--- src/shared/tsf_pkg.sv ---
`default_nettype none
package tsf_pkg;
    localparam int DEPTH = 32;
    localparam int IDX_W = 5;
    localparam int CNT_W = 6;
    localparam int SAMPLE_W = 16;
    localparam int BYTE_W = 8;
    localparam int ADDR_W = 8;
    localparam int FUNC_W = 2;

    // register offsets on the byte-wide register port
    localparam logic [7:0] OFS_WRITE_INDEX = 8'h04;
    localparam logic [7:0] OFS_READ_INDEX = 8'h05;
    localparam logic [7:0] OFS_LOST_COUNT = 8'h06;
    localparam logic [7:0] OFS_AVAIL_COUNT = 8'h07;
    localparam logic [7:0] OFS_READ_PORT = 8'h08;
    localparam logic [7:0] OFS_THRESH_CFG = 8'h09;
    localparam logic [7:0] OFS_BEHAV_CFG = 8'h0A;

    // field positions in the behaviour configuration register
    localparam int BIT_FLUSH = 4;
    localparam int BIT_CLR_ON_POP = 3;
    localparam int BIT_AF_TYPE = 2;
    localparam int BIT_OVERWRITE = 1;

    // values after reset and limits
    localparam logic [4:0] IDX_RESET = 5'h00;
    localparam logic [4:0] LOST_MAX = 5'h1F;
    localparam logic [4:0] LOST_RESET = 5'h00;
    localparam logic [5:0] AVAIL_RESET = 6'h00;
    localparam logic [5:0] AVAIL_FULL = 6'h20;
    localparam logic [4:0] THRESH_RESET = 5'h00;
    localparam logic [7:0] RDATA_RESET = 8'h00;
    localparam logic [1:0] FUNC_AF_IRQ = 2'h3;
endpackage : tsf_pkg
`default_nettype wire

--- src/hw/tsf_sample_fifo.sv ---
`default_nettype none
module tsf_sample_fifo (
    input wire logic ref_clk,
    input wire logic rst,
    input wire logic sample_valid,
    input wire logic [tsf_pkg::SAMPLE_W-1:0] sample_data,
    input wire logic burst_start,
    input wire logic [tsf_pkg::ADDR_W-1:0] reg_addr,
    input wire logic reg_wr,
    input wire logic [tsf_pkg::BYTE_W-1:0] reg_wdata,
    input wire logic reg_rd,
    output logic [tsf_pkg::BYTE_W-1:0] reg_rdata,
    output logic addr_hold,
    input wire logic status_read,
    input wire logic af_irq_enable,
    input wire logic [tsf_pkg::FUNC_W-1:0] event_pin_function,
    output logic almost_full_flag,
    output logic sample_ready_clear,
    output logic event_pin_irq
);
    import tsf_pkg::*;

    ////////////////////////////////////////////////////////////////////////
    // state
    logic [SAMPLE_W-1:0] mem [DEPTH];
    logic [IDX_W-1:0] write_index_q;
    logic [IDX_W-1:0] read_index_q;
    logic [IDX_W-1:0] read_index_d;
    logic [IDX_W-1:0] lost_word_counter_q;
    logic [IDX_W-1:0] lost_word_counter_d;
    logic [CNT_W-1:0] avail_q;
    logic [CNT_W-1:0] avail_d;
    logic [IDX_W-1:0] thresh_q;
    logic overwrite_when_full_q;
    logic af_type_q;
    logic clear_flags_on_pop_q;
    logic byte_phase_q;
    logic af_cond_q;
    logic af_cond_d;
    logic almost_full_q;
    logic [BYTE_W-1:0] rdata_q;
    logic [BYTE_W-1:0] rdata_d;

    ////////////////////////////////////////////////////////////////////////
    // decode
    logic port_read;
    logic pop;
    logic full;
    logic push_normal;
    logic push_full;
    logic flush;
    logic [SAMPLE_W-1:0] head_word;
    logic [CNT_W-1:0] af_level;
    logic idx_write;
    logic thresh_write;
    logic behav_write;
    logic store;
    logic [BYTE_W-1:0] port_byte;

    assign port_read = reg_rd && (reg_addr == OFS_READ_PORT);
    assign idx_write = reg_wr && (reg_addr == OFS_READ_INDEX);
    assign thresh_write = reg_wr && (reg_addr == OFS_THRESH_CFG);
    assign behav_write = reg_wr && (reg_addr == OFS_BEHAV_CFG);

    assign pop = port_read && byte_phase_q;
    assign full = (avail_q == AVAIL_FULL);
    // a pop in the same cycle frees a slot, so the push is normal
    assign push_normal = sample_valid && (!full || pop);
    assign push_full = sample_valid && full && !pop;
    assign store = !flush && (push_normal || (push_full && overwrite_when_full_q));
    assign flush = behav_write && reg_wdata[BIT_FLUSH];
    assign head_word = mem[read_index_q];
    assign af_level = AVAIL_FULL - {1'b0, thresh_q};
    assign addr_hold = (reg_addr == OFS_READ_PORT);

    ////////////////////////////////////////////////////////////////////////
    // storage
    // storage has no reset: the indices and the available count say what is valid
    // overwrite stores sample
    always_ff @(posedge ref_clk) begin
        if (store) begin
            mem[write_index_q] <= sample_data;
        end
    end

    always_ff @(posedge ref_clk or posedge rst) begin
        if (rst) begin
            write_index_q <= IDX_RESET;
        end else if (flush) begin
            write_index_q <= IDX_RESET;
        end else if (store) begin
            write_index_q <= write_index_q + 5'h01;
        end
    end

    always_comb begin
        read_index_d = read_index_q;
        if (flush) begin
            read_index_d = IDX_RESET;
        end else if (idx_write) begin
            read_index_d = reg_wdata[IDX_W-1:0];
        end else if (pop || (push_full && overwrite_when_full_q)) begin
            read_index_d = read_index_q + 5'h01;
        end
    end

    always_ff @(posedge ref_clk or posedge rst) begin
        if (rst) begin
            read_index_q <= IDX_RESET;
        end else begin
            read_index_q <= read_index_d;
        end
    end

    // lost counter
    // overwrite pushes count as lost words too
    always_comb begin
        lost_word_counter_d = lost_word_counter_q;
        if (flush) begin
            lost_word_counter_d = LOST_RESET;
        end else if (pop) begin
            lost_word_counter_d = LOST_RESET;
        end else if (push_full && (lost_word_counter_q != LOST_MAX)) begin
            lost_word_counter_d = lost_word_counter_q + 5'h01;
        end
    end

    always_ff @(posedge ref_clk or posedge rst) begin
        if (rst) begin
            lost_word_counter_q <= LOST_RESET;
        end else begin
            lost_word_counter_q <= lost_word_counter_d;
        end
    end

    always_comb begin
        avail_d = avail_q;
        if (push_normal && !pop) begin
            avail_d = avail_q + 6'h01;
        // a pop on an empty queue leaves the count at zero
        end else if (pop && !push_normal && (avail_q != AVAIL_RESET)) begin
            avail_d = avail_q - 6'h01;
        end
    end

    always_ff @(posedge ref_clk or posedge rst) begin
        if (rst) begin
            avail_q <= AVAIL_RESET;
        end else if (flush) begin
            avail_q <= AVAIL_RESET;
        end else begin
            avail_q <= avail_d;
        end
    end

    ////////////////////////////////////////////////////////////////////////
    // configuration
    always_ff @(posedge ref_clk or posedge rst) begin
        if (rst) begin
            thresh_q <= THRESH_RESET;
        end else if (thresh_write) begin
            thresh_q <= reg_wdata[IDX_W-1:0];
        end
    end

    always_ff @(posedge ref_clk or posedge rst) begin
        if (rst) begin
            overwrite_when_full_q <= 1'b0;
            af_type_q <= 1'b0;
            clear_flags_on_pop_q <= 1'b0;
        end else if (behav_write) begin
            overwrite_when_full_q <= reg_wdata[BIT_OVERWRITE];
            af_type_q <= reg_wdata[BIT_AF_TYPE];
            clear_flags_on_pop_q <= reg_wdata[BIT_CLR_ON_POP];
        end
    end

    ////////////////////////////////////////////////////////////////////////
    // almost-full flag
    // judged on the next count so the flag lands with the push
    assign af_cond_d = flush ? 1'b0 : (avail_d >= af_level);

    always_ff @(posedge ref_clk or posedge rst) begin
        if (rst) begin
            af_cond_q <= 1'b0;
        end else begin
            af_cond_q <= af_cond_d;
        end
    end

    logic af_set;
    logic af_clear;
    logic af_rise;
    logic af_renew;
    assign af_rise = af_cond_d && !af_cond_q;
    assign af_renew = af_cond_d && sample_valid;
    assign af_set = af_type_q ? af_rise : (af_rise || af_renew);
    // status read clears, data read too when clear_flags_on_pop_q is set
    assign af_clear = status_read || (port_read && clear_flags_on_pop_q);

    // set wins over clear
    always_ff @(posedge ref_clk or posedge rst) begin
        if (rst) begin
            almost_full_q <= 1'b0;
        end else if (af_set) begin
            almost_full_q <= 1'b1;
        end else if (af_clear) begin
            almost_full_q <= 1'b0;
        end
    end

    assign almost_full_flag = almost_full_q;
    assign sample_ready_clear = port_read && clear_flags_on_pop_q;
    assign event_pin_irq = almost_full_q && af_irq_enable && (event_pin_function == FUNC_AF_IRQ);

    ////////////////////////////////////////////////////////////////////////
    // register read port
    always_ff @(posedge ref_clk or posedge rst) begin
        if (rst) begin
            byte_phase_q <= 1'b0;
        end else if (burst_start || flush) begin
            byte_phase_q <= 1'b0;
        // an index rewrite restarts at the upper byte
        end else if (idx_write) begin
            byte_phase_q <= 1'b0;
        end else if (port_read) begin
            byte_phase_q <= !byte_phase_q;
        end
    end

    assign port_byte = byte_phase_q ? head_word[7:0] : head_word[15:8];

    always_comb begin
        rdata_d = rdata_q;
        if (reg_rd) begin
            unique case (reg_addr)
                OFS_WRITE_INDEX: rdata_d = {3'h0, write_index_q};
                OFS_READ_INDEX: rdata_d = {3'h0, read_index_q};
                OFS_LOST_COUNT: rdata_d = {3'h0, lost_word_counter_q};
                OFS_AVAIL_COUNT: rdata_d = {2'h0, avail_q};
                OFS_READ_PORT: rdata_d = port_byte;
                OFS_THRESH_CFG: rdata_d = {3'h0, thresh_q};
                OFS_BEHAV_CFG: rdata_d = {4'h0, clear_flags_on_pop_q, af_type_q, overwrite_when_full_q, 1'b0};
                // unmapped offsets read as zero
                default: rdata_d = RDATA_RESET;
            endcase
        end
    end

    always_ff @(posedge ref_clk or posedge rst) begin
        if (rst) begin
            rdata_q <= RDATA_RESET;
        end else begin
            rdata_q <= rdata_d;
        end
    end

    assign reg_rdata = rdata_q;
endmodule : tsf_sample_fifo
`default_nettype wire

--- config.mk ---
export PLATFORM = sky130hd
export DESIGN_NAME = tsf_sample_fifo
export DESIGN_NICKNAME = d
export VERILOG_FILES = /design/src/shared/tsf_pkg.sv /design/src/hw/tsf_sample_fifo.sv
export SDC_FILE = /design/constraint.sdc
export NUM_CORES = 1
export LEC_CHECK = 0
export ABC_AREA = 1
export ABC_CLOCK_PERIOD_IN_PS = 6000
export BUFFER_PORTS_ARGS = -buffer_cell sky130_fd_sc_hd__clkbuf_2
export CAP_MARGIN = 10
export CORE_ASPECT_RATIO = 1.5
export CORE_MARGIN = 10
export CORE_UTILIZATION = 54
export DETAILED_ROUTE_END_ITERATION = 16
export PLACE_DENSITY = 0.82
export SETUP_SLACK_MARGIN = 0.2
export SLEW_MARGIN = 20
export SYNTH_ARGS = -nofsm -noshare
export SYNTH_HDL_FRONTEND = slang
export SYNTH_SLANG_ARGS = --single-unit
--- constraint.sdc ---
create_clock -name ref_clk -period 6 [get_ports ref_clk]
set_clock_uncertainty 0.2 [all_clocks]
set_input_delay 0.6 -clock ref_clk [delete_from_list [all_inputs] [get_ports ref_clk]]
set_output_delay 0.6 -clock ref_clk [all_outputs]
set_load 0.01 [all_outputs]
**Word-level counts from Yosys, hierarchy flattened**

Memory sizes are Yosys's and may differ from the RTL's.
Cells that the tools add are included.
Widths: inputs -> output; s select.

- Add/subtract/negate cells: 6
- Magnitude comparators: 1
- Eq/ne operators: 10
- Mux-type cells: 22
- Reduce and logical (&&, ||, !) cells: 38

Operators with widths:

| cell | count |
|---|---|
| $pmux 8 s7 | 1 |
| $mux 5 | 8 |
| $eq 8x3->1 const B | 4 |
| $eq 8x4->1 const B | 3 |
| $logic_and 1x1->1 | 20 |
| $mux 6 | 3 |
| $add 5x1->5 const B | 3 |
| $mux 1 | 9 |
| $reduce_bool 3->1 | 3 |
| $mux 8 | 1 |
| $add 6x1->6 const B | 1 |
| $eq 6x6->1 const B | 1 |
| $ge 6x6->1 | 1 |
| $logic_not 1->1 | 6 |
| $logic_or 1x1->1 | 6 |
| $reduce_bool 6->1 | 1 |
| $sub 6x1->6 const B | 1 |
| $sub 6x5->6 const A | 1 |
| $ne 5x5->1 const B | 1 |
| $reduce_bool 2->1 | 2 |
| $eq 2x2->1 const B | 1 |

- Register bits: 40
- Memory bits (writable): 512
- Input port bits: 42
- Output and inout bits: 12
- Word-level logic and storage cells: 90
- Memories: 1

Memories:

| name | depth | width | rd ports | clocked after memory_dff | write ports | RTL line | source |
|---|---|---|---|---|---|---|---|
| mem | 32 | 16 | 1 | 0 | 1 | tsf_sample_fifo.sv:25 | `logic [SAMPLE_W-1:0] mem [DEPTH];` |

**Longest topological paths before layout**

Gate-level depths: netlist of run 1.

- Depth in word-level cells: 16
- Mapped depth: 22
- Mapped depth without buffers: 21

**Worst setup path before layout of run 1**

OpenSTA, ideal clock, no wires.

- Path kind: input-to-reg
- From: in reg_addr[0] in the netlist's numbering
- To: mem mem[31][0] (enable)
- Library setup time: 0.409 ns
- Arrival time: 2.371 ns
- Required time: 5.391 ns
- Setup slack: 3.020 ns
- Stages: 9
- Path buffers: 0
- Cell sequence: inv_2 > nand2_1 > nor2_1 > nand2_1 > nor2_1 > nand2_1 > nand2_1 > o21ai_2 > nor3_1

- Longest elaborated chain between the ends: 10
- Elaborated cells between the ends (all ways): 16
- Classes of those cells: 2 x eq/ne; 2 x mux; 12 x reduce/logical

RTL lines:

| item | RTL line | source |
|---|---|---|
| start, declared | tsf_sample_fifo.sv:8 | `input wire logic [tsf_pkg::ADDR_W-1:0] reg_addr,` |
| $eq 8x4->1 | tsf_sample_fifo.sv:60 | `assign port_read = reg_rd && (reg_addr == OFS_READ_PORT);` |
| $logic_and 1x1->1 | tsf_sample_fifo.sv:60 |  |
| $logic_and 1x1->1 | tsf_sample_fifo.sv:65 | `assign pop = port_read && byte_phase_q;` |
| $logic_not 1->1 | tsf_sample_fifo.sv:69 | `assign push_full = sample_valid && full && !pop;` |
| $logic_and 1x1->1 | tsf_sample_fifo.sv:69 |  |
| $logic_and 1x1->1 | tsf_sample_fifo.sv:70 | `assign store = !flush && (push_normal \|\| (push_full && overwrite_when_full_q));` |
| $logic_or 1x1->1 | tsf_sample_fifo.sv:70 |  |
| $logic_and 1x1->1 (*) | tsf_sample_fifo.sv:70 |  |
| $mux 1 (*) | tsf_sample_fifo.sv:81 | `if (store) begin` |
| $mux 1 (implied by the code) (*) | tsf_sample_fifo.sv:82 | `mem[write_index_q] <= sample_data;` |
| end, declared | tsf_sample_fifo.sv:25 |  |

Every way passes the cells marked *; elsewhere a longest branch is shown, timed or not.

**Worst setup path after layout of run 1**

- From: reg read_index_q[1]
- To: reg rdata_q[5], in the netlist reg_rdata[5]

- Longest elaborated chain between the ends: 3

RTL lines:

| item | RTL line | source |
|---|---|---|
| start, declared | tsf_sample_fifo.sv:27 | `logic [IDX_W-1:0] read_index_q;` |
| start signal, assigned | tsf_sample_fifo.sv:111 | `read_index_q <= read_index_d;` |
| $mem_v2 32x16 | - |  |
| $mux 8 | tsf_sample_fifo.sv:231 | `assign port_byte = byte_phase_q ? head_word[7:0] : head_word[15:8];` |
| $pmux 8 s7 | tsf_sample_fifo.sv:236 | `unique case (reg_addr)` |
| end signal, assigned | tsf_sample_fifo.sv:254 | `rdata_q <= rdata_d;` |
| end, declared | tsf_sample_fifo.sv:41 | `logic [BYTE_W-1:0] rdata_q;` |

No other way between the ends.
A chain may end at the register's enable or synchronous reset.

==> flow_summary.toml, run 1 <==
[run_status]
outcome = "finished, final reports clean"

[placement]
place_inst = 2867
post_dp_cell_area_um2 = 24780
gp_congestion = 0.9789
dp_hpwl_um = 37500
dp_slack_ns = 2.240
port_buffers = 50

[worst_setup_path]
endpoint_kind = "flip-flop"
crit_required_ns = 6.27
critPathLaunchType = "flip-flop"
critPathKind = "reg -> reg"
cp_max_fo = 79
crit_arrival_ns = 3.68
rr_worst_depth = 11

[power_and_ir_drop]
power_frac_clock = 0.345
p_leak_nw = 10.46
power_frac_comb = 0.165
p_seq_frac = 0.490
power.density_nw_per_um2 = 354.3
p_total_mw = 9.374
p_sw_mw = 2.712
netSwitchingFraction = 0.2893
internal-power_mw = 6.662
irDropWorstVdd_uv = 208.3

[grt]
grt_usage = 0.2272
grt_pass1_wl_um = 94090
grt_max_degree = 146
antenna_found_initial = 1
overflow = 0
grt_pass1_vias = 16860

[clock_network]
cts_root_buf = "clkbuf_16"
post-cts-setup-buffer-count = 0
clock_sinks = 552
cts_made_buffers = 49
clkLatencyLatePin_ns = 0.61
cts_max_path_buffers = 3
cts_max_level = 2
clk_pin_slew_ns = 0.07
cts_resized = 0
cts_tree = "built"

[synthesis]
ys_seq_area_frac = 0.6818
syn_nets = 2367
syn_inst = 2308
synth.ff_latch_count = 552
syn_area_per_cell_um2 = 10.41
syn-cell-area_um2 = 24020
ys_types = 35
yosys_warnings = 0

[die]
die_w_um = 192.2
pin_count = 54
fp.dieH_um = 278.3
die_area_um2 = 53490
core_um2 = 43990
rows = 94
initial_utilization = 0.5460

[drt]
drt_wl_total_um = 61380
num_vias = 17020
wl_per_cell_um = 20.74
firstDrtPassIters = 6
antenna_left = 0
viasPerCell = 5.751
drt_iter0_drc = 2196
drcViolationCount = 0

[sta]
worst_pin_slew_ns = 1.106
worst_slack_ns = 2.585
finalCritPeriodShare = 0.5691
hold_viol = 0
rsz0062_at_grt = "false"
setup_violations = 0
slew_violations = 0
setup_tns_ns = 0
fin_crit_ns = 3.415
hold_ws_ns = 0.06757
fmax_ghz = 0.2928
slew_headroom = 0.2579

[cells_and_area]
area_growth_pct = 10.14
fin_util = 0.6014
fill_cells = 3343
finish.instance_area_um2 = 26450
layout-drive-gt1-share = 0.08347
nets = 2403
stdcell_count = 2960
num_antenna_cells = 0

[worst_hold_path]
holdPathStages = 3
min_path_type = "in -> reg"

[job]
maxCapViolCount = 0
[state kept, by name, summed over array words and instances, names as in the netlist]
name,cells
mem,512
clear_flags_on_pop_q,1
avail_q,6
overwrite_when_full_q,1
af_type_q,1
byte_phase_q,1
read_index_q,5
almost_full_flag,1
thresh_q,5
write_index_q,5
lost_word_counter_q,5
af_cond_q,1
reg_rdata,8
[cells in the mapped netlist (all sizes together)]
cell     instances  area share
and3             5      0.0013
nor2           270       0.043
o211ai           9      0.0028
nand3b           2     0.00062
o31ai            1     0.00031
dfrtp           40       0.042
xor2            10      0.0036
clkinv           2     0.00031
a21oi           33      0.0069
nand4            9      0.0026
buf             73       0.018
nor4             1     0.00026
o21ai          101       0.021
nand3          279       0.059
a21boi           4      0.0013
ha              17      0.0089
edfxtp         512        0.64
or2              2     0.00052
xnor2            1     0.00036
nand2          742        0.12
clkbuf          37      0.0058
nor3             7      0.0017
o2111ai          1     0.00036
inv            150       0.023
[timing repair]
action | 4_1_cts | 5_1_grt
setup endpoints to repair | 0 | 0
hold buffers | 2 | 0
endpoints found under the hold margin | 41 | 0
[placed cells by master (no fill, tap or decap), types with 2 or more instances in the layout]
cell type	instances
clkinvlp_4	4
nor2_1	266
nor2_2	3
clkinv_2	14
clkinv_1	11
nand4_1	8
nor3_1	5
dfrtp_1	38
edfxtp_1	512
inv_2	7
nand3_1	276
clkbuf_2	50
dlygate4sd3_1	2
nand2_2	3
o21ai_0	100
xor2_1	10
clkbuf_16	50
nor3_2	2
nand3b_1	2
dfrtp_4	2
o211ai_1	9
buf_12	2
buf_4	41
clkbuf_1	4
a21oi_1	33
nand2_1	739
and3_1	5
a21boi_0	4
inv_1	140
or2_2	2
inv_6	4
ha_1	17
nand3_2	3
bufinv_16	6
[logic make-up after synthesis]
group / count (synthesis) / share of synthesized area
AOI/OAI and AO/OA: 149 / 0.03282
xor gates and xnor gates: 11 / 0.004011
adders and majority gates: 17 / 0.008856
buffers and inverters: 262 / 0.04767
DFF: 552 / 0.6818
and+or+nand+nor: 1317 / 0.2248
[critical path, stage by stage, from the launching register on]
cell and delay (ns):
dfrtp_4 0.41, buf_4 0.65, buf_4 0.85, nor2_1 0.16, o21ai_0 0.15, nand3_1 0.13
nand3_1 0.19, nand2_1 0.13, nand2_1 0.09, nand2_1 0.05, nand3_1 0.14, nand2_1 0.06
[power groups by stage]
| stage | sequential, mW | combinational [mW] | clock (mW) |
|---|---|---|---|
| 2_1_floorplan | 4.59 | 1.06 | 0 |
| 3_3_place_gp | 4.66 | 1.45 | 0 |
| 3_5_place_dp | 4.67 | 1.51 | 0 |
| 4_1_cts | 4.59 | 1.53 | 3.26 |
| 5_1_grt | 4.61 | 1.72 | 3.40 |
| 6_report | 4.59 | 1.55 | 3.23 |
[area by class of cell]
| type | count | area (µm²) | share of cell area |
|---|---|---|---|
| inverter | 152 | 576.8 | 0.02180 |
| timing repair buffer | 95 | 618.1 | 0.02336 |
| clock inverter | 37 | 386.6 | 0.01461 |
| tap | 576 | 720.7 | 0.02724 |
| multi-input combinational | 1494 | 6502 | 0.2458 |
| sequential | 552 | 16380 | 0.6193 |
| clock buffer | 54 | 1266 | 0.04786 |
[per-layer routing]
| metal | share of wire | up-vias | track usage |
|---|---|---|---|
| met5 | 0.00018 | - | 0 |
| met3 | 0.090 | 199 | 0.03530 |
| met1 | 0.35 | 8061 | 0.2702 |
| li1 | - | 7803 | - |
| met2 | 0.50 | 958 | 0.3813 |
| met4 | 0.060 | 2 | 0.1351 |
[final timing paths]
check / to / from / slack [ns]
worst max-delay path: reg_rdata[5] / read_index_q[1] / 2.59
worst min-delay path: almost_full_flag / status_read / 0.07
worst max register to register: reg_rdata[5] / read_index_q[1] / 2.59
worst min register to register: reg_rdata[6] / reg_rdata[6] / 0.30
max in group asynchronous: read_index_q[1] / rst / 4.70
min in group asynchronous: avail_q[4] / rst / 0.46
(Power assumes the default switching activity.)
==> run 2, diff against run 1 <==
--- a/config.mk
+++ b/config.mk
@@ -6,14 +6,14 @@
 export NUM_CORES = 1
 export LEC_CHECK = 0
 export ABC_AREA = 1
-export ABC_CLOCK_PERIOD_IN_PS = 6000
+export ABC_CLOCK_PERIOD_IN_PS = 2900
 export BUFFER_PORTS_ARGS = -buffer_cell sky130_fd_sc_hd__clkbuf_2
 export CAP_MARGIN = 10
 export CORE_ASPECT_RATIO = 1.5
 export CORE_MARGIN = 10
 export CORE_UTILIZATION = 54
 export DETAILED_ROUTE_END_ITERATION = 16
-export PLACE_DENSITY = 0.82
+export PLACE_DENSITY = 0.85
 export SETUP_SLACK_MARGIN = 0.2
 export SLEW_MARGIN = 20
 export SYNTH_ARGS = -nofsm -noshare
==> constraint.sdc (replaced) <==
create_clock -name ref_clk -period 2.9 [get_ports ref_clk]
set_clock_uncertainty 0.2 [all_clocks]
set_input_delay 0.29 -clock ref_clk [delete_from_list [all_inputs] [get_ports ref_clk]]
set_output_delay 0.29 -clock ref_clk [all_outputs]
set_load 0.01 [all_outputs]
==> run 2 against run 1 <==
Against the previous run:
- wire length increased by 2.6%
- die area stayed put
- sequential share of layout area is 1.5 points lower
- cell area increased by 2.5%
- global-route usage up 0.58 points
- via count increased by 2.1%
==> flow_summary.toml, run 2 (synthesis gave the netlist of run 1 again) <==
[worst_setup_path]
cp_max_fo = 137
cp_slowest_stage_delay_ns = 0.50
rr_worst_depth = 11
crit_required_ns = 3.21
critPathKind = "reg -> reg"
endpoint_kind = "flip-flop"
cp_slowest_cell = "dfrtp_4"
crit_arrival_ns = 2.90
critPathLaunchType = "flip-flop"
path_cells = "buf_12 -> nor2_1 -> nor2_1 -> o21ai_0 -> nand3_1 -> nand3_1 -> nand2_1 -> nand3_1 -> nand2_1 -> nand2_1 -> nand2_1"
crit_top_cell = "nand2_1"

[clock_network]
cts_made_buffers = 47
cts_max_path_buffers = 3
cts_tree = "built"
clock_sinks = 552
cts_max_level = 2
clkLatencyLatePin_ns = 0.58
cts_root_buf = "clkbuf_16"
clk_pin_slew_ns = 0.06

[cells_and_area]
final_common_cell = "nand2_1"
fin_util = 0.6167
fill_cells = 3280
top_register = "mem"
nets = 2470
finish.instance_area_um2 = 27120
largest_reg_flops = 512
layout-drive-gt1-share = 0.1083
num_antenna_cells = 0
final_cell_mix = "734 x nand2_1, 512 x edfxtp_1, 274 x nand3_1"
area_growth_pct = 12.94

[grt]
antenna_found_initial = 0
grt_pass1_wl_um = 95830
grt_max_degree = 149
grt_usage = 0.2330
overflow = 0
grt_pass1_vias = 17020

[power_and_ir_drop]
irDropWorstVdd_uv = 489.3
p_leak_nw = 10.78
power.density_nw_per_um2 = 716.4

[drt]
wl_met2_um = 30500
wl_per_cell_um = 20.84
viasPerCell = 5.753
num_vias = 17390
wl_met3_um = 5566
antenna_left = 0
drt_iter0_drc = 2043
drt_wl_total_um = 62980
wl_met1_um = 21890
firstDrtPassIters = 6
drcViolationCount = 0
top_layer = "met4"

[die]
die_area_um2 = 53490
die_w_um = 192.2
initial_utilization = 0.5460
pin_count = 54
rows = 94
fp.dieH_um = 278.3
core_um2 = 43990

[sta]
finalCritPeriodShare = 0.8937
slew_violations = 0
setup_violations = 0
fin_crit_ns = 2.592
setup_tns_ns = 0
fmax_ghz = 0.3858
rsz0062_at_grt = "true"
worst_pin_slew_ns = 0.9998
hold_viol = 0
slew_headroom = 0.3335

[placement]
port_buffers = 50
gp_congestion = 0.9909
post_dp_cell_area_um2 = 25270
dp_hpwl_um = 40180

[job]
maxCapViolCount = 0

[run_status]
outcome = "finished, final reports clean"

[worst_hold_path]
holdPathStages = 5
min_path_type = "in -> reg"
run 2: repair_timing:
action | CTS | global route
endpoints found under the setup margin | 1 | 182
hold buffers | 14 | 0
pin swaps | 0 | 8
hold endpoints to repair | 34 | 0
gates resized for setup | 1 | 30
setup buffers | 0 | 8
run 2: metal layers:
layer,GRT usage,vias up
li1,-,7937
met1,0.2692,8203
met2,0.3827,1016
met3,0.04031,231
met4,0.1692,0
met5,0,-
run 2: worst max-delay path: cells and delay by family (launching register included):
| family | cells | cell delay [ns] |
|---|---|---|
| flip-flops | 1 | 0.50 |
| AND/OR/NAND/NOR | 9 | 1.13 |
| buffers and inverters | 1 | 0.42 |
| AO/OA/AOI/OAI | 1 | 0.11 |
run 2: metrics by stage:
stage / total power [mW] / instances / worst slack (ns) / hold slack [ns]
final: 19.43 / 3022 / 0.3083 / 0.04510
after detailed placement: 12.98 / 2916 / 0.02037 / 0.2527
after CTS: 19.20 / 3014 / 0.2211 / 0.01833
after floorplan: 11.71 / 2308 / 0.2461 / 0.1627
after global routing: 20.12 / 3022 / 0.1568 / 0.08076
after global placement: 12.87 / 2916 / 0.07624 / 0.2456
run 2: power by group:
group	internal [mW]	switching, mW
Clock	3.52	2.77
Combinational	1.12	2.57
Sequential	9.20	0.256
run 2: final timing paths:
path / start / to / slack (ns)
max: read_index_q[0] / reg_rdata[0] / 0.31
min: reg_rd / reg_rdata[2] / 0.05
max reg2reg: read_index_q[0] / reg_rdata[0] / 0.31
min reg2reg: reg_rdata[7] / reg_rdata[7] / 0.29
max in group asynchronous: rst / reg_rdata[5] / 1.46
min in group asynchronous: rst / af_cond_q / 0.21
run 2: area by class of cell:
cell class / count / area, µm² / area share
Inverter: 152 / 576.8 / 0.02126
Clock buffer: 53 / 1199 / 0.04419
Sequential cell: 552 / 16390 / 0.6042
Multi-Input combinational cell: 1494 / 6620 / 0.2441
Tap cell: 576 / 720.7 / 0.02657
Timing Repair Buffer: 164 / 1299 / 0.04788
Clock inverter: 31 / 321.6 / 0.01185
==> run 3, diff against run 2 <==
--- a/config.mk
+++ b/config.mk
@@ -9,11 +9,14 @@
 export ABC_CLOCK_PERIOD_IN_PS = 2900
 export BUFFER_PORTS_ARGS = -buffer_cell sky130_fd_sc_hd__clkbuf_2
 export CAP_MARGIN = 10
+export CELL_PAD_IN_SITES_DETAIL_PLACEMENT = 1
+export CELL_PAD_IN_SITES_GLOBAL_PLACEMENT = 2
 export CORE_ASPECT_RATIO = 1.5
 export CORE_MARGIN = 10
-export CORE_UTILIZATION = 54
+export CORE_UTILIZATION = 38
 export DETAILED_ROUTE_END_ITERATION = 16
-export PLACE_DENSITY = 0.85
+export GPL_ROUTABILITY_DRIVEN = 1
+export PLACE_DENSITY = 0.88
 export SETUP_SLACK_MARGIN = 0.2
 export SLEW_MARGIN = 20
 export SYNTH_ARGS = -nofsm -noshare
==> run 3 against run 2 <==
Against the previous run:
- total power up 2.8%
- sequential power is essentially flat
- global-route usage down 3.7 points
- utilization is 17 points lower
- combinational power up 1%
- via count down 1.3%
- first-iteration DRC count decreased by 39%
- wire length rose by 15%
- critical endpoint is now almost_full_flag
- largest cell class unchanged
==> flow_summary.toml, run 3 (synthesis gave the netlist of run 1 again) <==
[run_status]
outcome = "finished, final reports clean"

[die]
rows = 112
pin_count = 54
die_w_um = 225.3
fp.dieH_um = 327.9
core_um2 = 62360
initial_utilization = 0.3852
die_area_um2 = 73870

[clock_network]
cts_max_level = 2
clk_pin_slew_ns = 0.06
cts_tree = "built"
cts_made_buffers = 50
cts_max_path_buffers = 3
cts_root_buf = "clkbuf_16"
clock_sinks = 552
clkLatencyLatePin_ns = 0.60

[worst_setup_path]
startpoint = "byte_phase_q"
r2r-start = "byte_phase_q"
crit_buf_inv = 5
cp_slowest_cell = "dfrtp_2"
cp_top_family = "simple AND/OR/NAND/NOR gates"
path_cells = "inv_2 -> nor3_1 -> buf_4 -> nand2_2 -> nand2_1 -> nand3_1 -> o21ai_2 -> inv_1 -> ha_1 -> inv_1 -> nor2_1 -> o211ai_1 -> o2111ai_1 -> nand2_1 -> inv_1 -> nand2_1 -> nand2_1"
cp_max_fo = 9
crit_required_ns = 3.17
crit_arrival_ns = 2.87
endpoint_kind = "flip-flop"
crit_top_cell = "nand2_1"
cp_slowest_stage_delay_ns = 0.44
critPathLaunchType = "flip-flop"
critPathKind = "reg -> reg"

[cells_and_area]
nets = 2470
num_antenna_cells = 0
final_common_cell = "nand2_1"
fin_util = 0.4420
fill_cells = 6809
top_register = "mem"
largest_reg_flops = 512
final_cell_mix = "735 x nand2_1, 512 x edfxtp_1, 275 x nand3_1"
area_growth_pct = 14.75
layout-drive-gt1-share = 0.1097

[grt]
grt_use_met3 = 0.02070
overflow = 0
grt_usage = 0.1958
grt_util_met1 = 0.2253
grt_pass1_wl_um = 110900
grt_max_degree = 82
antenna_found_initial = 0
use_met2 = 0.3551
gr-max-usage-layer = "met2"
grt_pass1_vias = 18680

[placement]
dp_hpwl_um = 48000
gp_congestion = 0.8917
port_buffers = 50

[sta]
fmax_ghz = 0.3850
worst_pin_slew_ns = 1.049
rsz0062_at_grt = "true"
setup_violations = 0
slew_headroom = 0.3009
hold_viol = 0
finalCritPeriodShare = 0.8958
slew_violations = 0
fin_crit_ns = 2.598

[drt]
wl_per_cell_um = 22.31
drcViolationCount = 0
drt_wl_total_um = 72510
firstDrtPassIters = 5
num_vias = 17160
drt_iter0_drc = 1241
viasPerCell = 5.281
antenna_left = 0

[power_and_ir_drop]
power.density_nw_per_um2 = 724.7
irDropWorstVdd_uv = 411.3
p_total_mw = 19.97
p_leak_nw = 10.84

[worst_hold_path]
min_path_type = "in -> reg"
min-delay-start = "sample_valid"

[job]
maxCapViolCount = 0
## run 3: changes by cell type in the layout (fill, tap and decap cells not counted), sizes merged
cell      previous run  this run
clkinvlp             1         6
clkbuf             103       109
clkinv              24        22
buf                100        97
## run 3: timing repair
| item | 4_1_cts | 5_1_grt |
|---|---|---|
| setup endpoints to repair | 212 | 187 |
| hold buffers | 14 | 0 |
| setup buffers | 1 | 5 |
| pin swaps | 1 | 4 |
| endpoints found under the hold margin | 62 | 0 |
| gates resized for setup | 5 | 28 |
## run 3: cell type report
| class | count | area, µm² | area share |
|---|---|---|---|
| Sequential cell | 552 | 16390 | 0.5947 |
| Multi-Input combinational cell | 1494 | 6598 | 0.2394 |
| Timing Repair Buffer | 161 | 1348 | 0.04889 |
| Clock buffer | 59 | 1306 | 0.04740 |
| Tap cell | 798 | 998.5 | 0.03623 |
| Inverter | 152 | 586.8 | 0.02129 |
| Clock inverter | 34 | 332.8 | 0.01208 |
## run 3: final timing paths
kind / slack (ns) / end / cells after the start
max: 0.30 / almost_full_flag / 17
min: 0.05 / write_index_q[3] / 5
max reg2reg: 0.30 / almost_full_flag / 17
min reg2reg: 0.36 / lost_word_counter_q[4] / 2
max in group asynchronous: 1.32 / read_index_q[1] / 5
min in group asynchronous: 0.57 / avail_q[4] / 4
## run 3: metrics by stage
stage | hold WS, ns | cells | setup slack, ns | area [µm²] | setup TNS [ns]
finish | 0.04912 | 3250 | 0.3023 | 27560 | 0
global route | 0.09581 | 3250 | 0.1445 | 27560 | 0
CTS | 0.02512 | 3245 | 0.2114 | 27410 | 0
detailed placement | 0.06257 | 3137 | -0.1742 | 25620 | -4.188
global placement | 0.05584 | 3137 | -0.07018 | 25620 | -0.07018
floorplan | 0.1627 | 2308 | 0.2461 | 24020 | 0
## run 3: worst reg2reg max path: stages, from the launching register on
cell and delay, ns:
dfrtp_2 0.44, inv_2 0.13, nor3_1 0.21, buf_4 0.18, nand2_2 0.07, nand2_1 0.07, nand3_1 0.08, o21ai_2 0.09
inv_1 0.07, ha_1 0.28, inv_1 0.07, nor2_1 0.05, o211ai_1 0.16, o2111ai_1 0.13, nand2_1 0.08, inv_1 0.05
nand2_1 0.06, nand2_1 0.05
## run 3: layer usage
layer	up-vias	share of wire
li1	7945	-
met2	446	0.52
met5	-	0
met4	0	0.048
met1	8620	0.39
met3	152	0.040
## run 3: report_power, final
group | internal (mW) | switching [mW] | total, mW
Combinational | 1.13 | 2.60 | 3.73
Clock | 3.77 | 3.00 | 6.76
Sequential | 9.20 | 0.283 | 9.48
